[src/hw/flash_read_pkg.sv]
package flash_read_pkg;
   // Instruction codes
   localparam logic [7:0] DUAL_READ_OP = 8'hbb;
   localparam logic [7:0] DUAL_READ_LONG_OP = 8'hbc;
   localparam logic [7:0] QUAD_READ_OP = 8'heb;
   localparam logic [7:0] QUAD_READ_LONG_OP = 8'hec;
   localparam logic [7:0] MODE_RESET_OP = 8'hff;
   // Mode nibble that keeps continuous read alive
   localparam logic [3:0] CONT_MODE_NIBBLE = 4'ha;
   // Address widths in bits
   localparam int SHORT_ADDR_BITS = 24;
   localparam int LONG_ADDR_BITS = 32;
   localparam int ADDR_W = 32;
   // Mode byte cycles per width
   localparam logic [3:0] DUAL_MODE_CYCLES = 4'h4;
   localparam logic [3:0] QUAD_MODE_CYCLES = 4'h2;
   // Data FIFO shape
   localparam int FIFO_W = 8;
   localparam int FIFO_DEPTH = 16;
   // Link clock limit, host side
   localparam int LINK_MAX_MHZ = 133;
   // Reset values
   localparam logic [ADDR_W-1:0] ADDR_RESET = 32'h0000_0000;
endpackage : flash_read_pkg

[src/hw/multi_io_flash_read.sv]
`timescale 1ns/1ps
`default_nettype none
module multi_io_flash_read
   import flash_read_pkg::*;
(
   // Clock, reset, enable
   input wire logic clock_i,
   input wire logic reset_i,
   input wire logic enable_i,
   // Serial link pins
   input wire logic sck_i,
   input wire logic cs_n_i,
   input wire logic [3:0] io_i,
   output logic [3:0] io_o,
   output logic [3:0] io_oe_n_o,
   // Configuration bits
   input wire logic addr_long_i,
   input wire logic quad_enable_i,
   input wire logic quad_instruction_mode_i,
   input wire logic [3:0] latency_code_i,
   // Memory read port
   output logic mem_req_o,
   output logic [ADDR_W-1:0] mem_addr_o,
   input wire logic mem_ready_i,
   input wire logic mem_valid_i,
   input wire logic [7:0] mem_data_i,
   // Status
   output logic execute_in_place_o,
   output logic busy_o,
   output logic underrun_o
);
   typedef enum logic [6:0] {
      ST_IDLE = 7'b000_0001,
      ST_INSTR = 7'b000_0010,
      ST_ADDR = 7'b000_0100,
      ST_MODE = 7'b000_1000,
      ST_DUMMY = 7'b001_0000,
      ST_DATA = 7'b010_0000,
      ST_IGNORE = 7'b100_0000
   } state_e;

   state_e state_q;
   logic sck_s;
   logic cs_n_s;
   logic cs_sel_s;
   logic [3:0] io_s;
   logic sck_prev_q;
   logic cs_prev_q;
   logic rise;
   logic fall;
   logic cs_rise;
   logic cs_fall;
   logic quad_q;
   logic cont_q;
   logic cont_next_q;
   logic [5:0] bits_q;
   logic [5:0] addr_bits_q;
   logic [7:0] instr_q;
   logic [ADDR_W-1:0] addr_q;
   logic [7:0] mode_q;
   logic [3:0] mode_cnt_q;
   logic [3:0] dummy_q;
   logic [7:0] shift_q;
   logic [2:0] out_cnt_q;
   logic start_data;
   logic fifo_valid;
   logic [7:0] fifo_data;
   logic fifo_pop;
   logic fifo_flush;
   logic req_q;
   logic [4:0] ahead_q;
   logic [3:0] step;
   logic [2:0] nib_last;

   // Link pins cross into the local clock
   pin_sync #(.WIDTH(6)) u_sync (
      .clock_i(clock_i),
      .reset_i(reset_i),
      .enable_i(enable_i),
      .async_i({sck_i, ~cs_n_i, io_i}),
      .sync_o({sck_s, cs_sel_s, io_s})
   );
   assign cs_n_s = !cs_sel_s; // Inverted so reset reads as deselected

   // Edge detection on synchronised copies
   always_ff @(posedge clock_i) begin
      if (reset_i) begin
         sck_prev_q <= 1'b0;
         cs_prev_q <= 1'b1;
      end else if (enable_i) begin
         sck_prev_q <= sck_s;
         cs_prev_q <= cs_n_s;
      end
   end
   assign rise = sck_s && !sck_prev_q && !cs_n_s;
   assign fall = !sck_s && sck_prev_q && !cs_n_s;
   assign cs_rise = cs_n_s && !cs_prev_q;
   assign cs_fall = !cs_n_s && cs_prev_q;

   // Bits per clock and output slot
   assign step = quad_q ? 4'h4 : 4'h2;
   assign nib_last = quad_q ? 3'h1 : 3'h3;

   // Command state machine
   always_ff @(posedge clock_i) begin
      if (reset_i) begin
         state_q <= ST_IDLE;
         quad_q <= 1'b0;
         bits_q <= '0;
         addr_bits_q <= '0;
         instr_q <= '0;
         addr_q <= ADDR_RESET;
         mode_q <= '0;
         mode_cnt_q <= '0;
         dummy_q <= '0;
      end else if (enable_i) begin
         if (cs_n_s) begin
            state_q <= ST_IDLE;
         end else begin
            case (state_q)
               ST_IDLE: begin
                  if (cs_fall) begin
                     bits_q <= '0;
                     addr_q <= ADDR_RESET;
                     if (cont_q) begin
                        state_q <= ST_ADDR;
                     end else begin
                        instr_q <= '0;
                        state_q <= ST_INSTR;
                     end
                  end
               end
               ST_INSTR: begin
                  if (rise) begin
                     if (quad_instruction_mode_i) begin
                        instr_q <= {instr_q[3:0], io_s};
                     end else begin
                        instr_q <= {instr_q[6:0], io_s[0]};
                     end
                  end
                  if (rise && (bits_q == (quad_instruction_mode_i ?
                        6'd1 : 6'd7))) begin
                     bits_q <= '0;
                     state_q <= ST_IGNORE;
                     case (quad_instruction_mode_i ? {instr_q[3:0], io_s}
                           : {instr_q[6:0], io_s[0]})
                        DUAL_READ_OP: begin
                           quad_q <= 1'b0;
                           addr_bits_q <= addr_long_i ? 6'd32 : 6'd24;
                           state_q <= ST_ADDR;
                        end
                        DUAL_READ_LONG_OP: begin
                           quad_q <= 1'b0;
                           addr_bits_q <= 6'd32;
                           state_q <= ST_ADDR;
                        end
                        QUAD_READ_OP: begin
                           quad_q <= 1'b1;
                           addr_bits_q <= addr_long_i ? 6'd32 : 6'd24;
                           if (quad_enable_i) state_q <= ST_ADDR;
                        end
                        QUAD_READ_LONG_OP: begin
                           quad_q <= 1'b1;
                           addr_bits_q <= 6'd32;
                           if (quad_enable_i) state_q <= ST_ADDR;
                        end
                        default: state_q <= ST_IGNORE;
                     endcase
                  end else if (rise) begin
                     bits_q <= bits_q + 6'd1;
                  end
               end
               ST_ADDR: begin
                  if (rise) begin
                     if (quad_q) begin
                        addr_q <= {addr_q[ADDR_W-5:0], io_s};
                     end else begin
                        addr_q <= {addr_q[ADDR_W-3:0], io_s[1:0]};
                     end
                     if (bits_q + {2'b00, step} >= addr_bits_q) begin
                        bits_q <= '0;
                        mode_cnt_q <= '0;
                        state_q <= ST_MODE;
                     end else begin
                        bits_q <= bits_q + {2'b00, step};
                     end
                  end
               end
               ST_MODE: begin
                  if (rise) begin
                     if (quad_q) begin
                        mode_q <= {mode_q[3:0], io_s};
                     end else begin
                        mode_q <= {mode_q[5:0], io_s[1:0]};
                     end
                     mode_cnt_q <= mode_cnt_q + 4'h1;
                  end
                  // Mode cycles end on falling edge after last rise
                  if (fall && mode_cnt_q == (quad_q ? QUAD_MODE_CYCLES
                        : DUAL_MODE_CYCLES)) begin
                     dummy_q <= latency_code_i;
                     state_q <= (latency_code_i == 4'h0) ? ST_DATA
                        : ST_DUMMY;
                  end
               end
               ST_DUMMY: begin
                  // Lines are ignored here
                  if (fall) begin
                     if (dummy_q == 4'h1) state_q <= ST_DATA;
                     dummy_q <= dummy_q - 4'h1;
                  end
               end
               ST_DATA: state_q <= ST_DATA;
               ST_IGNORE: state_q <= ST_IGNORE;
               default: state_q <= ST_IDLE;
            endcase
         end
      end
   end

   // Continuous mode tracking, decided at chip select rise, or cleared at once by the mode reset instruction when sent one bit per clock
   always_ff @(posedge clock_i) begin
      if (reset_i) begin
         cont_q <= 1'b0;
         cont_next_q <= 1'b0;
      end else if (enable_i) begin
         if (state_q == ST_MODE && fall) begin
            cont_next_q <= (mode_q[7:4] == CONT_MODE_NIBBLE);
         end
         if (state_q == ST_INSTR && rise && !quad_instruction_mode_i
               && bits_q == 6'd7 && {instr_q[6:0], io_s[0]}
               == MODE_RESET_OP) begin
            cont_q <= 1'b0;
            cont_next_q <= 1'b0;
         end else if (cs_rise && (state_q == ST_DUMMY
               || state_q == ST_DATA)) begin
            cont_q <= cont_next_q;
         end else if (cs_rise && state_q == ST_ADDR && cont_q) begin
            cont_q <= 1'b0;
         end
      end
   end

   assign start_data = fall && ((state_q == ST_MODE && latency_code_i == 4'h0
      && mode_cnt_q == (quad_q ? QUAD_MODE_CYCLES : DUAL_MODE_CYCLES))
      || (state_q == ST_DUMMY && dummy_q == 4'h1));
   assign fifo_flush = cs_n_s;

   // Memory fetch, address increments and wraps per byte
   always_ff @(posedge clock_i) begin
      if (reset_i) begin
         req_q <= 1'b0;
         mem_addr_o <= ADDR_RESET;
      end else if (enable_i) begin
         if (cs_n_s) begin
            req_q <= 1'b0;
         end else if (state_q == ST_MODE && rise && mode_cnt_q == 4'h0) begin
            mem_addr_o <= addr_bits_q == 6'd24 ? {8'h00, addr_q[23:0]}
               : addr_q;
            req_q <= 1'b1;
         end else if (mem_req_o && mem_ready_i) begin
            mem_addr_o <= mem_addr_o + 32'h1;
         end
      end
   end

   // Bytes fetched but not yet shifted out, capped at buffer depth
   always_ff @(posedge clock_i) begin
      if (reset_i) begin
         ahead_q <= '0;
      end else if (enable_i) begin
         if (cs_n_s) begin
            ahead_q <= '0;
         end else begin
            ahead_q <= ahead_q + {4'h0, mem_req_o && mem_ready_i}
               - {4'h0, fifo_pop && fifo_valid};
         end
      end
   end
   assign mem_req_o = req_q && (ahead_q < 5'(FIFO_DEPTH));

   read_fifo #(.WIDTH(FIFO_W), .DEPTH(FIFO_DEPTH)) u_fifo (
      .clock_i(clock_i),
      .reset_i(reset_i),
      .enable_i(enable_i),
      .flush_i(fifo_flush),
      .in_valid_i(mem_valid_i),
      .in_ready_o(),
      .in_data_i(mem_data_i),
      .out_valid_o(fifo_valid),
      .out_ready_i(fifo_pop),
      .out_data_o(fifo_data)
   );

   // Pop a byte whenever a new byte is loaded into the shifter
   assign fifo_pop = fall && ((start_data) || (state_q == ST_DATA
      && out_cnt_q == nib_last));

   // Output shifter, changes on falling edges
   always_ff @(posedge clock_i) begin
      if (reset_i) begin
         shift_q <= '0;
         out_cnt_q <= '0;
         io_o <= '0;
         io_oe_n_o <= 4'hf;
         underrun_o <= 1'b0;
      end else if (enable_i) begin
         if (cs_n_s) begin
            io_oe_n_o <= 4'hf;
            out_cnt_q <= '0;
         end else if (fall && (start_data || (state_q == ST_DATA
               && out_cnt_q == nib_last))) begin
            underrun_o <= !fifo_valid;
            out_cnt_q <= '0;
            io_oe_n_o <= quad_q ? 4'h0 : 4'hc;
            if (quad_q) begin
               io_o <= fifo_data[7:4];
               shift_q <= {fifo_data[3:0], 4'h0};
            end else begin
               io_o <= {2'b00, fifo_data[7:6]};
               shift_q <= {fifo_data[5:0], 2'b00};
            end
         end else if (fall && state_q == ST_DATA) begin
            out_cnt_q <= out_cnt_q + 3'h1;
            if (quad_q) begin
               io_o <= shift_q[7:4];
               shift_q <= {shift_q[3:0], 4'h0};
            end else begin
               io_o <= {2'b00, shift_q[7:6]};
               shift_q <= {shift_q[5:0], 2'b00};
            end
         end
      end
   end

   // Status outputs
   assign execute_in_place_o = cont_q;
   assign busy_o = (state_q != ST_IDLE);
endmodule // multi_io_flash_read
`default_nettype wire

[src/hw/read_fifo.sv]
`timescale 1ns/1ps
`default_nettype none
module read_fifo #(
   parameter int WIDTH = 8,
   parameter int DEPTH = 16
) (
   // Clock and reset
   input wire logic clock_i,
   input wire logic reset_i,
   input wire logic enable_i,
   input wire logic flush_i,
   // Fill side
   input wire logic in_valid_i,
   output logic in_ready_o,
   input wire logic [WIDTH-1:0] in_data_i,
   // Drain side
   output logic out_valid_o,
   input wire logic out_ready_i,
   output logic [WIDTH-1:0] out_data_o
);
   localparam int AW = $clog2(DEPTH);
   logic [WIDTH-1:0] mem_q [DEPTH];
   logic [AW:0] wr_q;
   logic [AW:0] rd_q;
   logic full;
   logic empty;
   logic push;
   logic pop;

   // Status flags
   assign full = (wr_q[AW] != rd_q[AW]) && (wr_q[AW-1:0] == rd_q[AW-1:0]);
   assign empty = (wr_q == rd_q);
   assign in_ready_o = !full;
   assign out_valid_o = !empty;
   assign push = in_valid_i && !full;
   assign pop = out_ready_i && !empty;
   assign out_data_o = mem_q[rd_q[AW-1:0]];

   // Storage
   always_ff @(posedge clock_i) begin
      if (enable_i && push) begin
         mem_q[wr_q[AW-1:0]] <= in_data_i;
      end
   end

   // Pointers
   always_ff @(posedge clock_i) begin
      if (reset_i) begin
         wr_q <= '0;
         rd_q <= '0;
      end else if (enable_i) begin
         if (flush_i) begin
            wr_q <= '0;
            rd_q <= '0;
         end else begin
            if (push) wr_q <= wr_q + 1'b1;
            if (pop) rd_q <= rd_q + 1'b1;
         end
      end
   end
endmodule // read_fifo
`default_nettype wire

[src/hw/pin_sync.sv]
`timescale 1ns/1ps
`default_nettype none
module pin_sync #(
   parameter int WIDTH = 1
) (
   // Clock and reset
   input wire logic clock_i,
   input wire logic reset_i,
   input wire logic enable_i,
   // Raw pins and synchronised copy
   input wire logic [WIDTH-1:0] async_i,
   output logic [WIDTH-1:0] sync_o
);
   logic [WIDTH-1:0] meta_q;

   // Two-stage synchroniser
   always_ff @(posedge clock_i) begin
      if (reset_i) begin
         meta_q <= '0;
         sync_o <= '0;
      end else if (enable_i) begin
         meta_q <= async_i;
         sync_o <= meta_q;
      end
   end
endmodule // pin_sync
`default_nettype wire

[config.mk]
export PLATFORM = sky130hd
export DESIGN_NAME = multi_io_flash_read
export DESIGN_NICKNAME = d
export VERILOG_FILES = /design/src/hw/flash_read_pkg.sv /design/src/hw/multi_io_flash_read.sv /design/src/hw/read_fifo.sv /design/src/hw/pin_sync.sv
export SDC_FILE = /design/constraint.sdc
export NUM_CORES = 1
export LEC_CHECK = 0
export BUFFER_PORTS_ARGS = -buffer_cell sky130_fd_sc_hd__buf_4
export CAP_MARGIN = 0
export CELL_PAD_IN_SITES_DETAIL_PLACEMENT = 1
export CELL_PAD_IN_SITES_GLOBAL_PLACEMENT = 2
export CORE_MARGIN = 3
export CORE_UTILIZATION = 40
export CTS_CLUSTER_DIAMETER = 60
export DETAILED_ROUTE_END_ITERATION = 16
export GPL_TIMING_DRIVEN = 0
export PLACE_DENSITY = 0.84
export SYNTH_ARGS = -nofsm -noshare
export SYNTH_HDL_FRONTEND = slang
export SYNTH_SLANG_ARGS = --single-unit
[constraint.sdc]
create_clock -name clock_i -period 12.07 [get_ports clock_i]
set_clock_uncertainty 0.05 [all_clocks]
set_input_delay 0.6035 -clock clock_i [delete_from_list [all_inputs] [get_ports clock_i]]
set_output_delay 0.6035 -clock clock_i [all_outputs]
set_load 0.05 [all_outputs]
# == After elaboration in Yosys (flattened, before gate mapping) ==
# Memories as Yosys holds them, arrays and structs flattened. A register that Yosys moved wholly into a read port is not among the register bits.
# Cells that the tools add are included.
# word_totals
out_inout_bits,44
mem_bits_rw,128
memories,1
input_bits,26
wordCells,236
reg_bits,159
romBits,0
latch_bits,0
# op_classes
mul,0
mux,76
reduce_logical,77
n_eq_ne,44
bitwise_logic,1
div_mod_pow,0
shifts,0
n_lt_le_gt_ge,2
add_sub_neg,10
# mem_list
memory,depth,width,read_ports,rd_ports_with_merged_regs,wr,line,rtl
u_fifo.mem_q,16,8,1,1,1,read_fifo.sv:22,logic [WIDTH-1:0] mem_q [DEPTH];
# op_table
op,count
$mux 32,6
$mux 7,12
$pmux 32 s2,1
$mux 4,14
$pmux 7 s7,1
$mux 8,6
$mux 6,7
$eq 8x8->1 const B,5
$add 32x1->32 const B,1
$logic_and 1x1->1,31
$pmux 7 s2,2
$mux 5,5
$ne 3x3->1 const B,8
$mux 3,7
$reduce_and 5->1,4
$ne 2x2->1 const B,9
$pmux 6 s3,1
$reduce_and 6->1,3
$reduce_bool 2->1,9
$pmux 4 s2,2
$reduce_and 2->1,7
$pmux 6 s2,1
$add 5x1->5 const B,2
$mux 1,9
40 further kinds,57

# == Longest topological paths before layout ==
# logic_depth
word_depth,12
ltp_mapped,17
depth_no_buf,17

# == Modules after synthesis ==
# From an unflattened synthesis, not the netlist that was laid out.
# unflattened
hier_cells,1312
hier_area_um2,14015.9
# modules_own_cells
module,seq_area_each_um2,area_each_um2,cells_per_inst,instances
multi_io_flash_read,2582.5,7729.9,981,1
read_fifo,4124.0,5865.6,293,1
pin_sync,240.2,420.4,38,1

# == Least setup slack after synthesis ==
# Ideal clock, no wire load.
# synth_path
kind,register to register
start,register quad_q
end,register mode_cnt_q[2]
t_required_ns,11.950
setup_time_ns,0.070
path_buffers,3
arrival_time_ns,3.938
slack_ns,8.012
stages_incl_launch_ff,15
period_less_slack_ns,4.058
path_cell_list,dfxtp_1 -> clkbuf_1 -> buf_1 -> inv_1 -> ha_1 -> fa_1 -> xnor2_1 -> ha_1 -> or4b_2 -> a31oi_1 -> or3_1 -> buf_2 -> nand3_1 -> or3b_2 -> a21oi_1
# synth_via
elab_chain_cells,5
# synth_rtl
item,line,rtl
"start, declared",multi_io_flash_read.sv:53,logic quad_q;
"start signal, assigned",multi_io_flash_read.sv:108,quad_q <= 1'b0;
"start signal, assigned",multi_io_flash_read.sv:148,quad_q <= 1'b0;
"start signal, assigned",multi_io_flash_read.sv:153,quad_q <= 1'b0;
$mux 3,multi_io_flash_read.sv:101,assign step = quad_q ? 4'h4 : 4'h2;
$add 6x3->6,multi_io_flash_read.sv:180,"if (bits_q + {2'b00, step} >= addr_bits_q) begin"
$ge 6x6->1,multi_io_flash_read.sv:180,
$ne 2x2->1 (no line),-,
$reduce_and 6->1 (no line),-,
"end signal, assigned",multi_io_flash_read.sv:196,mode_cnt_q <= mode_cnt_q + 4'h1;
"end, declared",multi_io_flash_read.sv:61,logic [3:0] mode_cnt_q;
# Every way passes these cells.
# A chain may end at the register's enable or synchronous reset.

# == Worst setup path in the final report ==
# Ends and elaborated chain as after synthesis.

==> results_dict.tcl <==
set metrics [dict create \
    port_buffers 69 \
    stdcell_count 1900 \
    yosysMostFrequentCell "dfxtp_1" \
    synth_top_area_frac 0.2822 \
    dr.pass1.iters 5 \
    cts_tree "built" \
    reg2reg_to "mode_cnt_q[2]" \
    cts.sinks 283 \
    synthArstFlopShare 0 \
    tightest_slew_ns 1.299 \
    hold_viol 0 \
    finalSetupTns_ns 0 \
    fillers 3686 \
    area_growth_pct 17.36 \
    cts_resized 0 \
    total_power_mw 2.225 \
    wl_mm 44.47 \
    hp-class "in2reg" \
    postCtsSetupBuffers 0 \
    die-area_um2 36300 \
    track_usage 0.2454 \
    p_leak_nw 5.328 \
    drive_gt1_frac 0.1310 \
    min_to "u_sync.meta_q[4]" \
    yosys-top-cells-count "dfxtp_1, nor2_1, edfxtp_1, a21oi_1, nand2_1" \
    start_util 0.4123 \
    clockBufferDepth 3 \
    reg2reg_depth 14 \
    peakVddDrop_mv 0.1110 \
    syn_avg_cell_area_um2 10.31 \
    dpl.cell_count 1833 \
    route.vias.total 11206 \
    rsz0062_at_grt "no" \
    grt_pass1_vias 11632 \
    power_frac_seq 0.453 \
    viasPerCell 5.898 \
    cp.required_ns 12.48 \
    placeableCoreArea_um2 33030 \
    slew_headroom 0.1260 \
    place.detailed.hpwl_mm 31.06 \
    synth_edf_count 128 \
    synthDistinctLibCells 74 \
    min_from "cs_n_i" \
    syn_area_um2 13620 \
    finalSetupViolCount 0 \
    crit_path_end_kind "flip-flop" \
    cts_buffers 37 \
    period_needed_ns 5.317 \
    slew_viol_final 0 \
    grt_max_degree 17 \
    cp-start-kind "flip-flop" \
    grt_pass1_wl_mm 69.16 \
    combPwrFrac 0.035 \
    clk_pin_slew_ns 0.06 \
    die_y_um 190.5 \
    max-cap-violations 0 \
    hold_depth 2 \
    crit_arrival_ns 5.72 \
    p_sw_mw 0.5141 \
    drt_iter0_drc 706 \
    switching_share 0.2311 \
    crit_fanout 10 \
    r2r_slack_ns 6.75 \
    p_int_mw 1.711 \
    ys.flop_type "dfxtp_1" \
    setup_ws_ns 6.753 \
    ys_top_cells_by_area "edfxtp_1, dfxtp_1, mux2i_1" \
    cts_max_level 2 \
    avgRoutedWirePerCell_um 23.41 \
    syn-num-nets 1371 \
    cts-hold-fix-buffers 0 \
    p_per_area_nw_per_um2 139.2 \
    dp_slack_ns 6.833 \
    fin_crit_sh 0.4405 \
    final_util 0.4838 \
    clk_latency_ns 0.55 \
    die_w_um 190.5 \
    status "complete, no violations" \
    fmax_ghz 0.1881 \
    gp_congestion 0.8357 \
    num_antenna_cells 0 \
    ios 70 \
    critical_path_class "reg2reg" \
    drc_errors 0 \
    grt-ovfl-total 0 \
    ys_warn_count 0 \
    yosysSeqAreaShare 0.5101 \
    yosys_register_bits 283 \
    row_count 66 \
    clockPowerShare 0.512 \
    antenna_found_initial 0 \
    fin_nets 1480 \
    post-synth-top-area-cell "edfxtp_1" \
    r2r-start "quad_q" \
    netlist_instances 1321 \
    root_buffer "clkbuf_16" \
    ant_nets 0 \
]
## stage by stage
stage	area, um2	hold WS, ns
final	15980	0.2366
after global routing	15980	0.2203
after CTS	15980	0.2156
after detailed placement	14720	0.4096
after global placement	14690	0.3988
after floorplan	13620	0.3790
## routing by layer
metal	global-route usage	vias up	routed length, um
met2	0.3995	286	20640
met5	0	-	0
met1	0.3400	5648	20340
met4	0.07959	0	1396
li1	-	5173	-
met3	0.03438	99	2094
## flip-flops by register name, summed over array words and instances, names as in the netlist, 7 cells and up, named ones only
| name | flops |
|---|---|
| mode_q | 8 |
| u_fifo.mem_q | 128 |
| state_q | 7 |
| instr_q | 7 |
| addr_q | 32 |
| mem_addr_o | 32 |
## layout make-up
type / count / area (um2) / share of cell area
multi-input cells: 909 / 6176 / 0.3864
clock buffers: 44 / 952.2 / 0.05958
well taps: 442 / 553.0 / 0.03460
repair buffers: 70 / 529.3 / 0.03312
clock inverters: 23 / 309.0 / 0.01934
plain buffers: 92 / 376.6 / 0.02357
inverters: 37 / 138.9 / 0.008690
flip-flops and latches: 283 / 6947 / 0.4347
## logic make-up (layout without fill, tap and decap cells)
| kind of cell | count (synthesis) | after routing | synth area share |
|---|---|---|---|
| adder cells (fa/ha/maj) | 24 | 24 | 0.02315 |
| buffers and inverters | 129 | 266 | 0.03785 |
| multiplexers | 115 | 115 | 0.1117 |
| flip-flops | 283 | 283 | 0.5101 |
| AO/OA/AOI/OAI | 306 | 306 | 0.1432 |
| AND/OR/NAND/NOR | 443 | 443 | 0.1604 |
| XOR/XNOR | 21 | 21 | 0.01351 |
## power groups by stage
stage / registers [mW] / logic, mW / clock network, mW
global placement: 1.03 / 0.0758 / 0
global route: 1.01 / 0.0834 / 1.21
finish: 1.01 / 0.0777 / 1.14
CTS: 1.01 / 0.0777 / 1.16
floorplan: 1.03 / 0.0413 / 0
detailed placement: 1.03 / 0.0774 / 0
## how the worst max path moves through the flow
stage,from,endpoint,slack [ns],cells past startpoint
after global placement,quad_q,mode_cnt_q[2],6.88,14
final,quad_q,mode_cnt_q[2],6.75,14
after detailed placement,quad_q,mode_cnt_q[2],6.83,14
after floorplan,quad_q,mode_cnt_q[2],8.01,14
after CTS,quad_q,mode_cnt_q[2],6.77,14
after global routing,quad_q,mode_cnt_q[2],6.53,14
## worst max-delay path, stage by stage (launching register included)
cell,delay (ns)
dfxtp_1,0.49
clkbuf_1,0.65
buf_1,0.69
inv_1,0.20
ha_1,0.29
fa_1,0.48
xnor2_1,0.17
ha_1,0.29
or4b_2,0.58
a31oi_1,0.24
or3_1,0.13
buf_2,0.19
nand3_1,0.13
or3b_2,0.51
a21oi_1,0.14
## placed cells by master, fill, tap and decap left out, types with 17 or more instances in the layout
cell,n
a211oi_1,24
a21oi_1,115
buf_4,71
clkbuf_1,82
clkbuf_16,37
dfxtp_1,155
edfxtp_1,128
ha_1,22
inv_1,36
mux2i_1,80
mux4_2,29
nand2_1,96
nand3_1,35
nand4_1,19
nor2_1,129
nor3_1,51
o21ai_0,56
or3_1,17
Power figures use the tool's default switching activity.
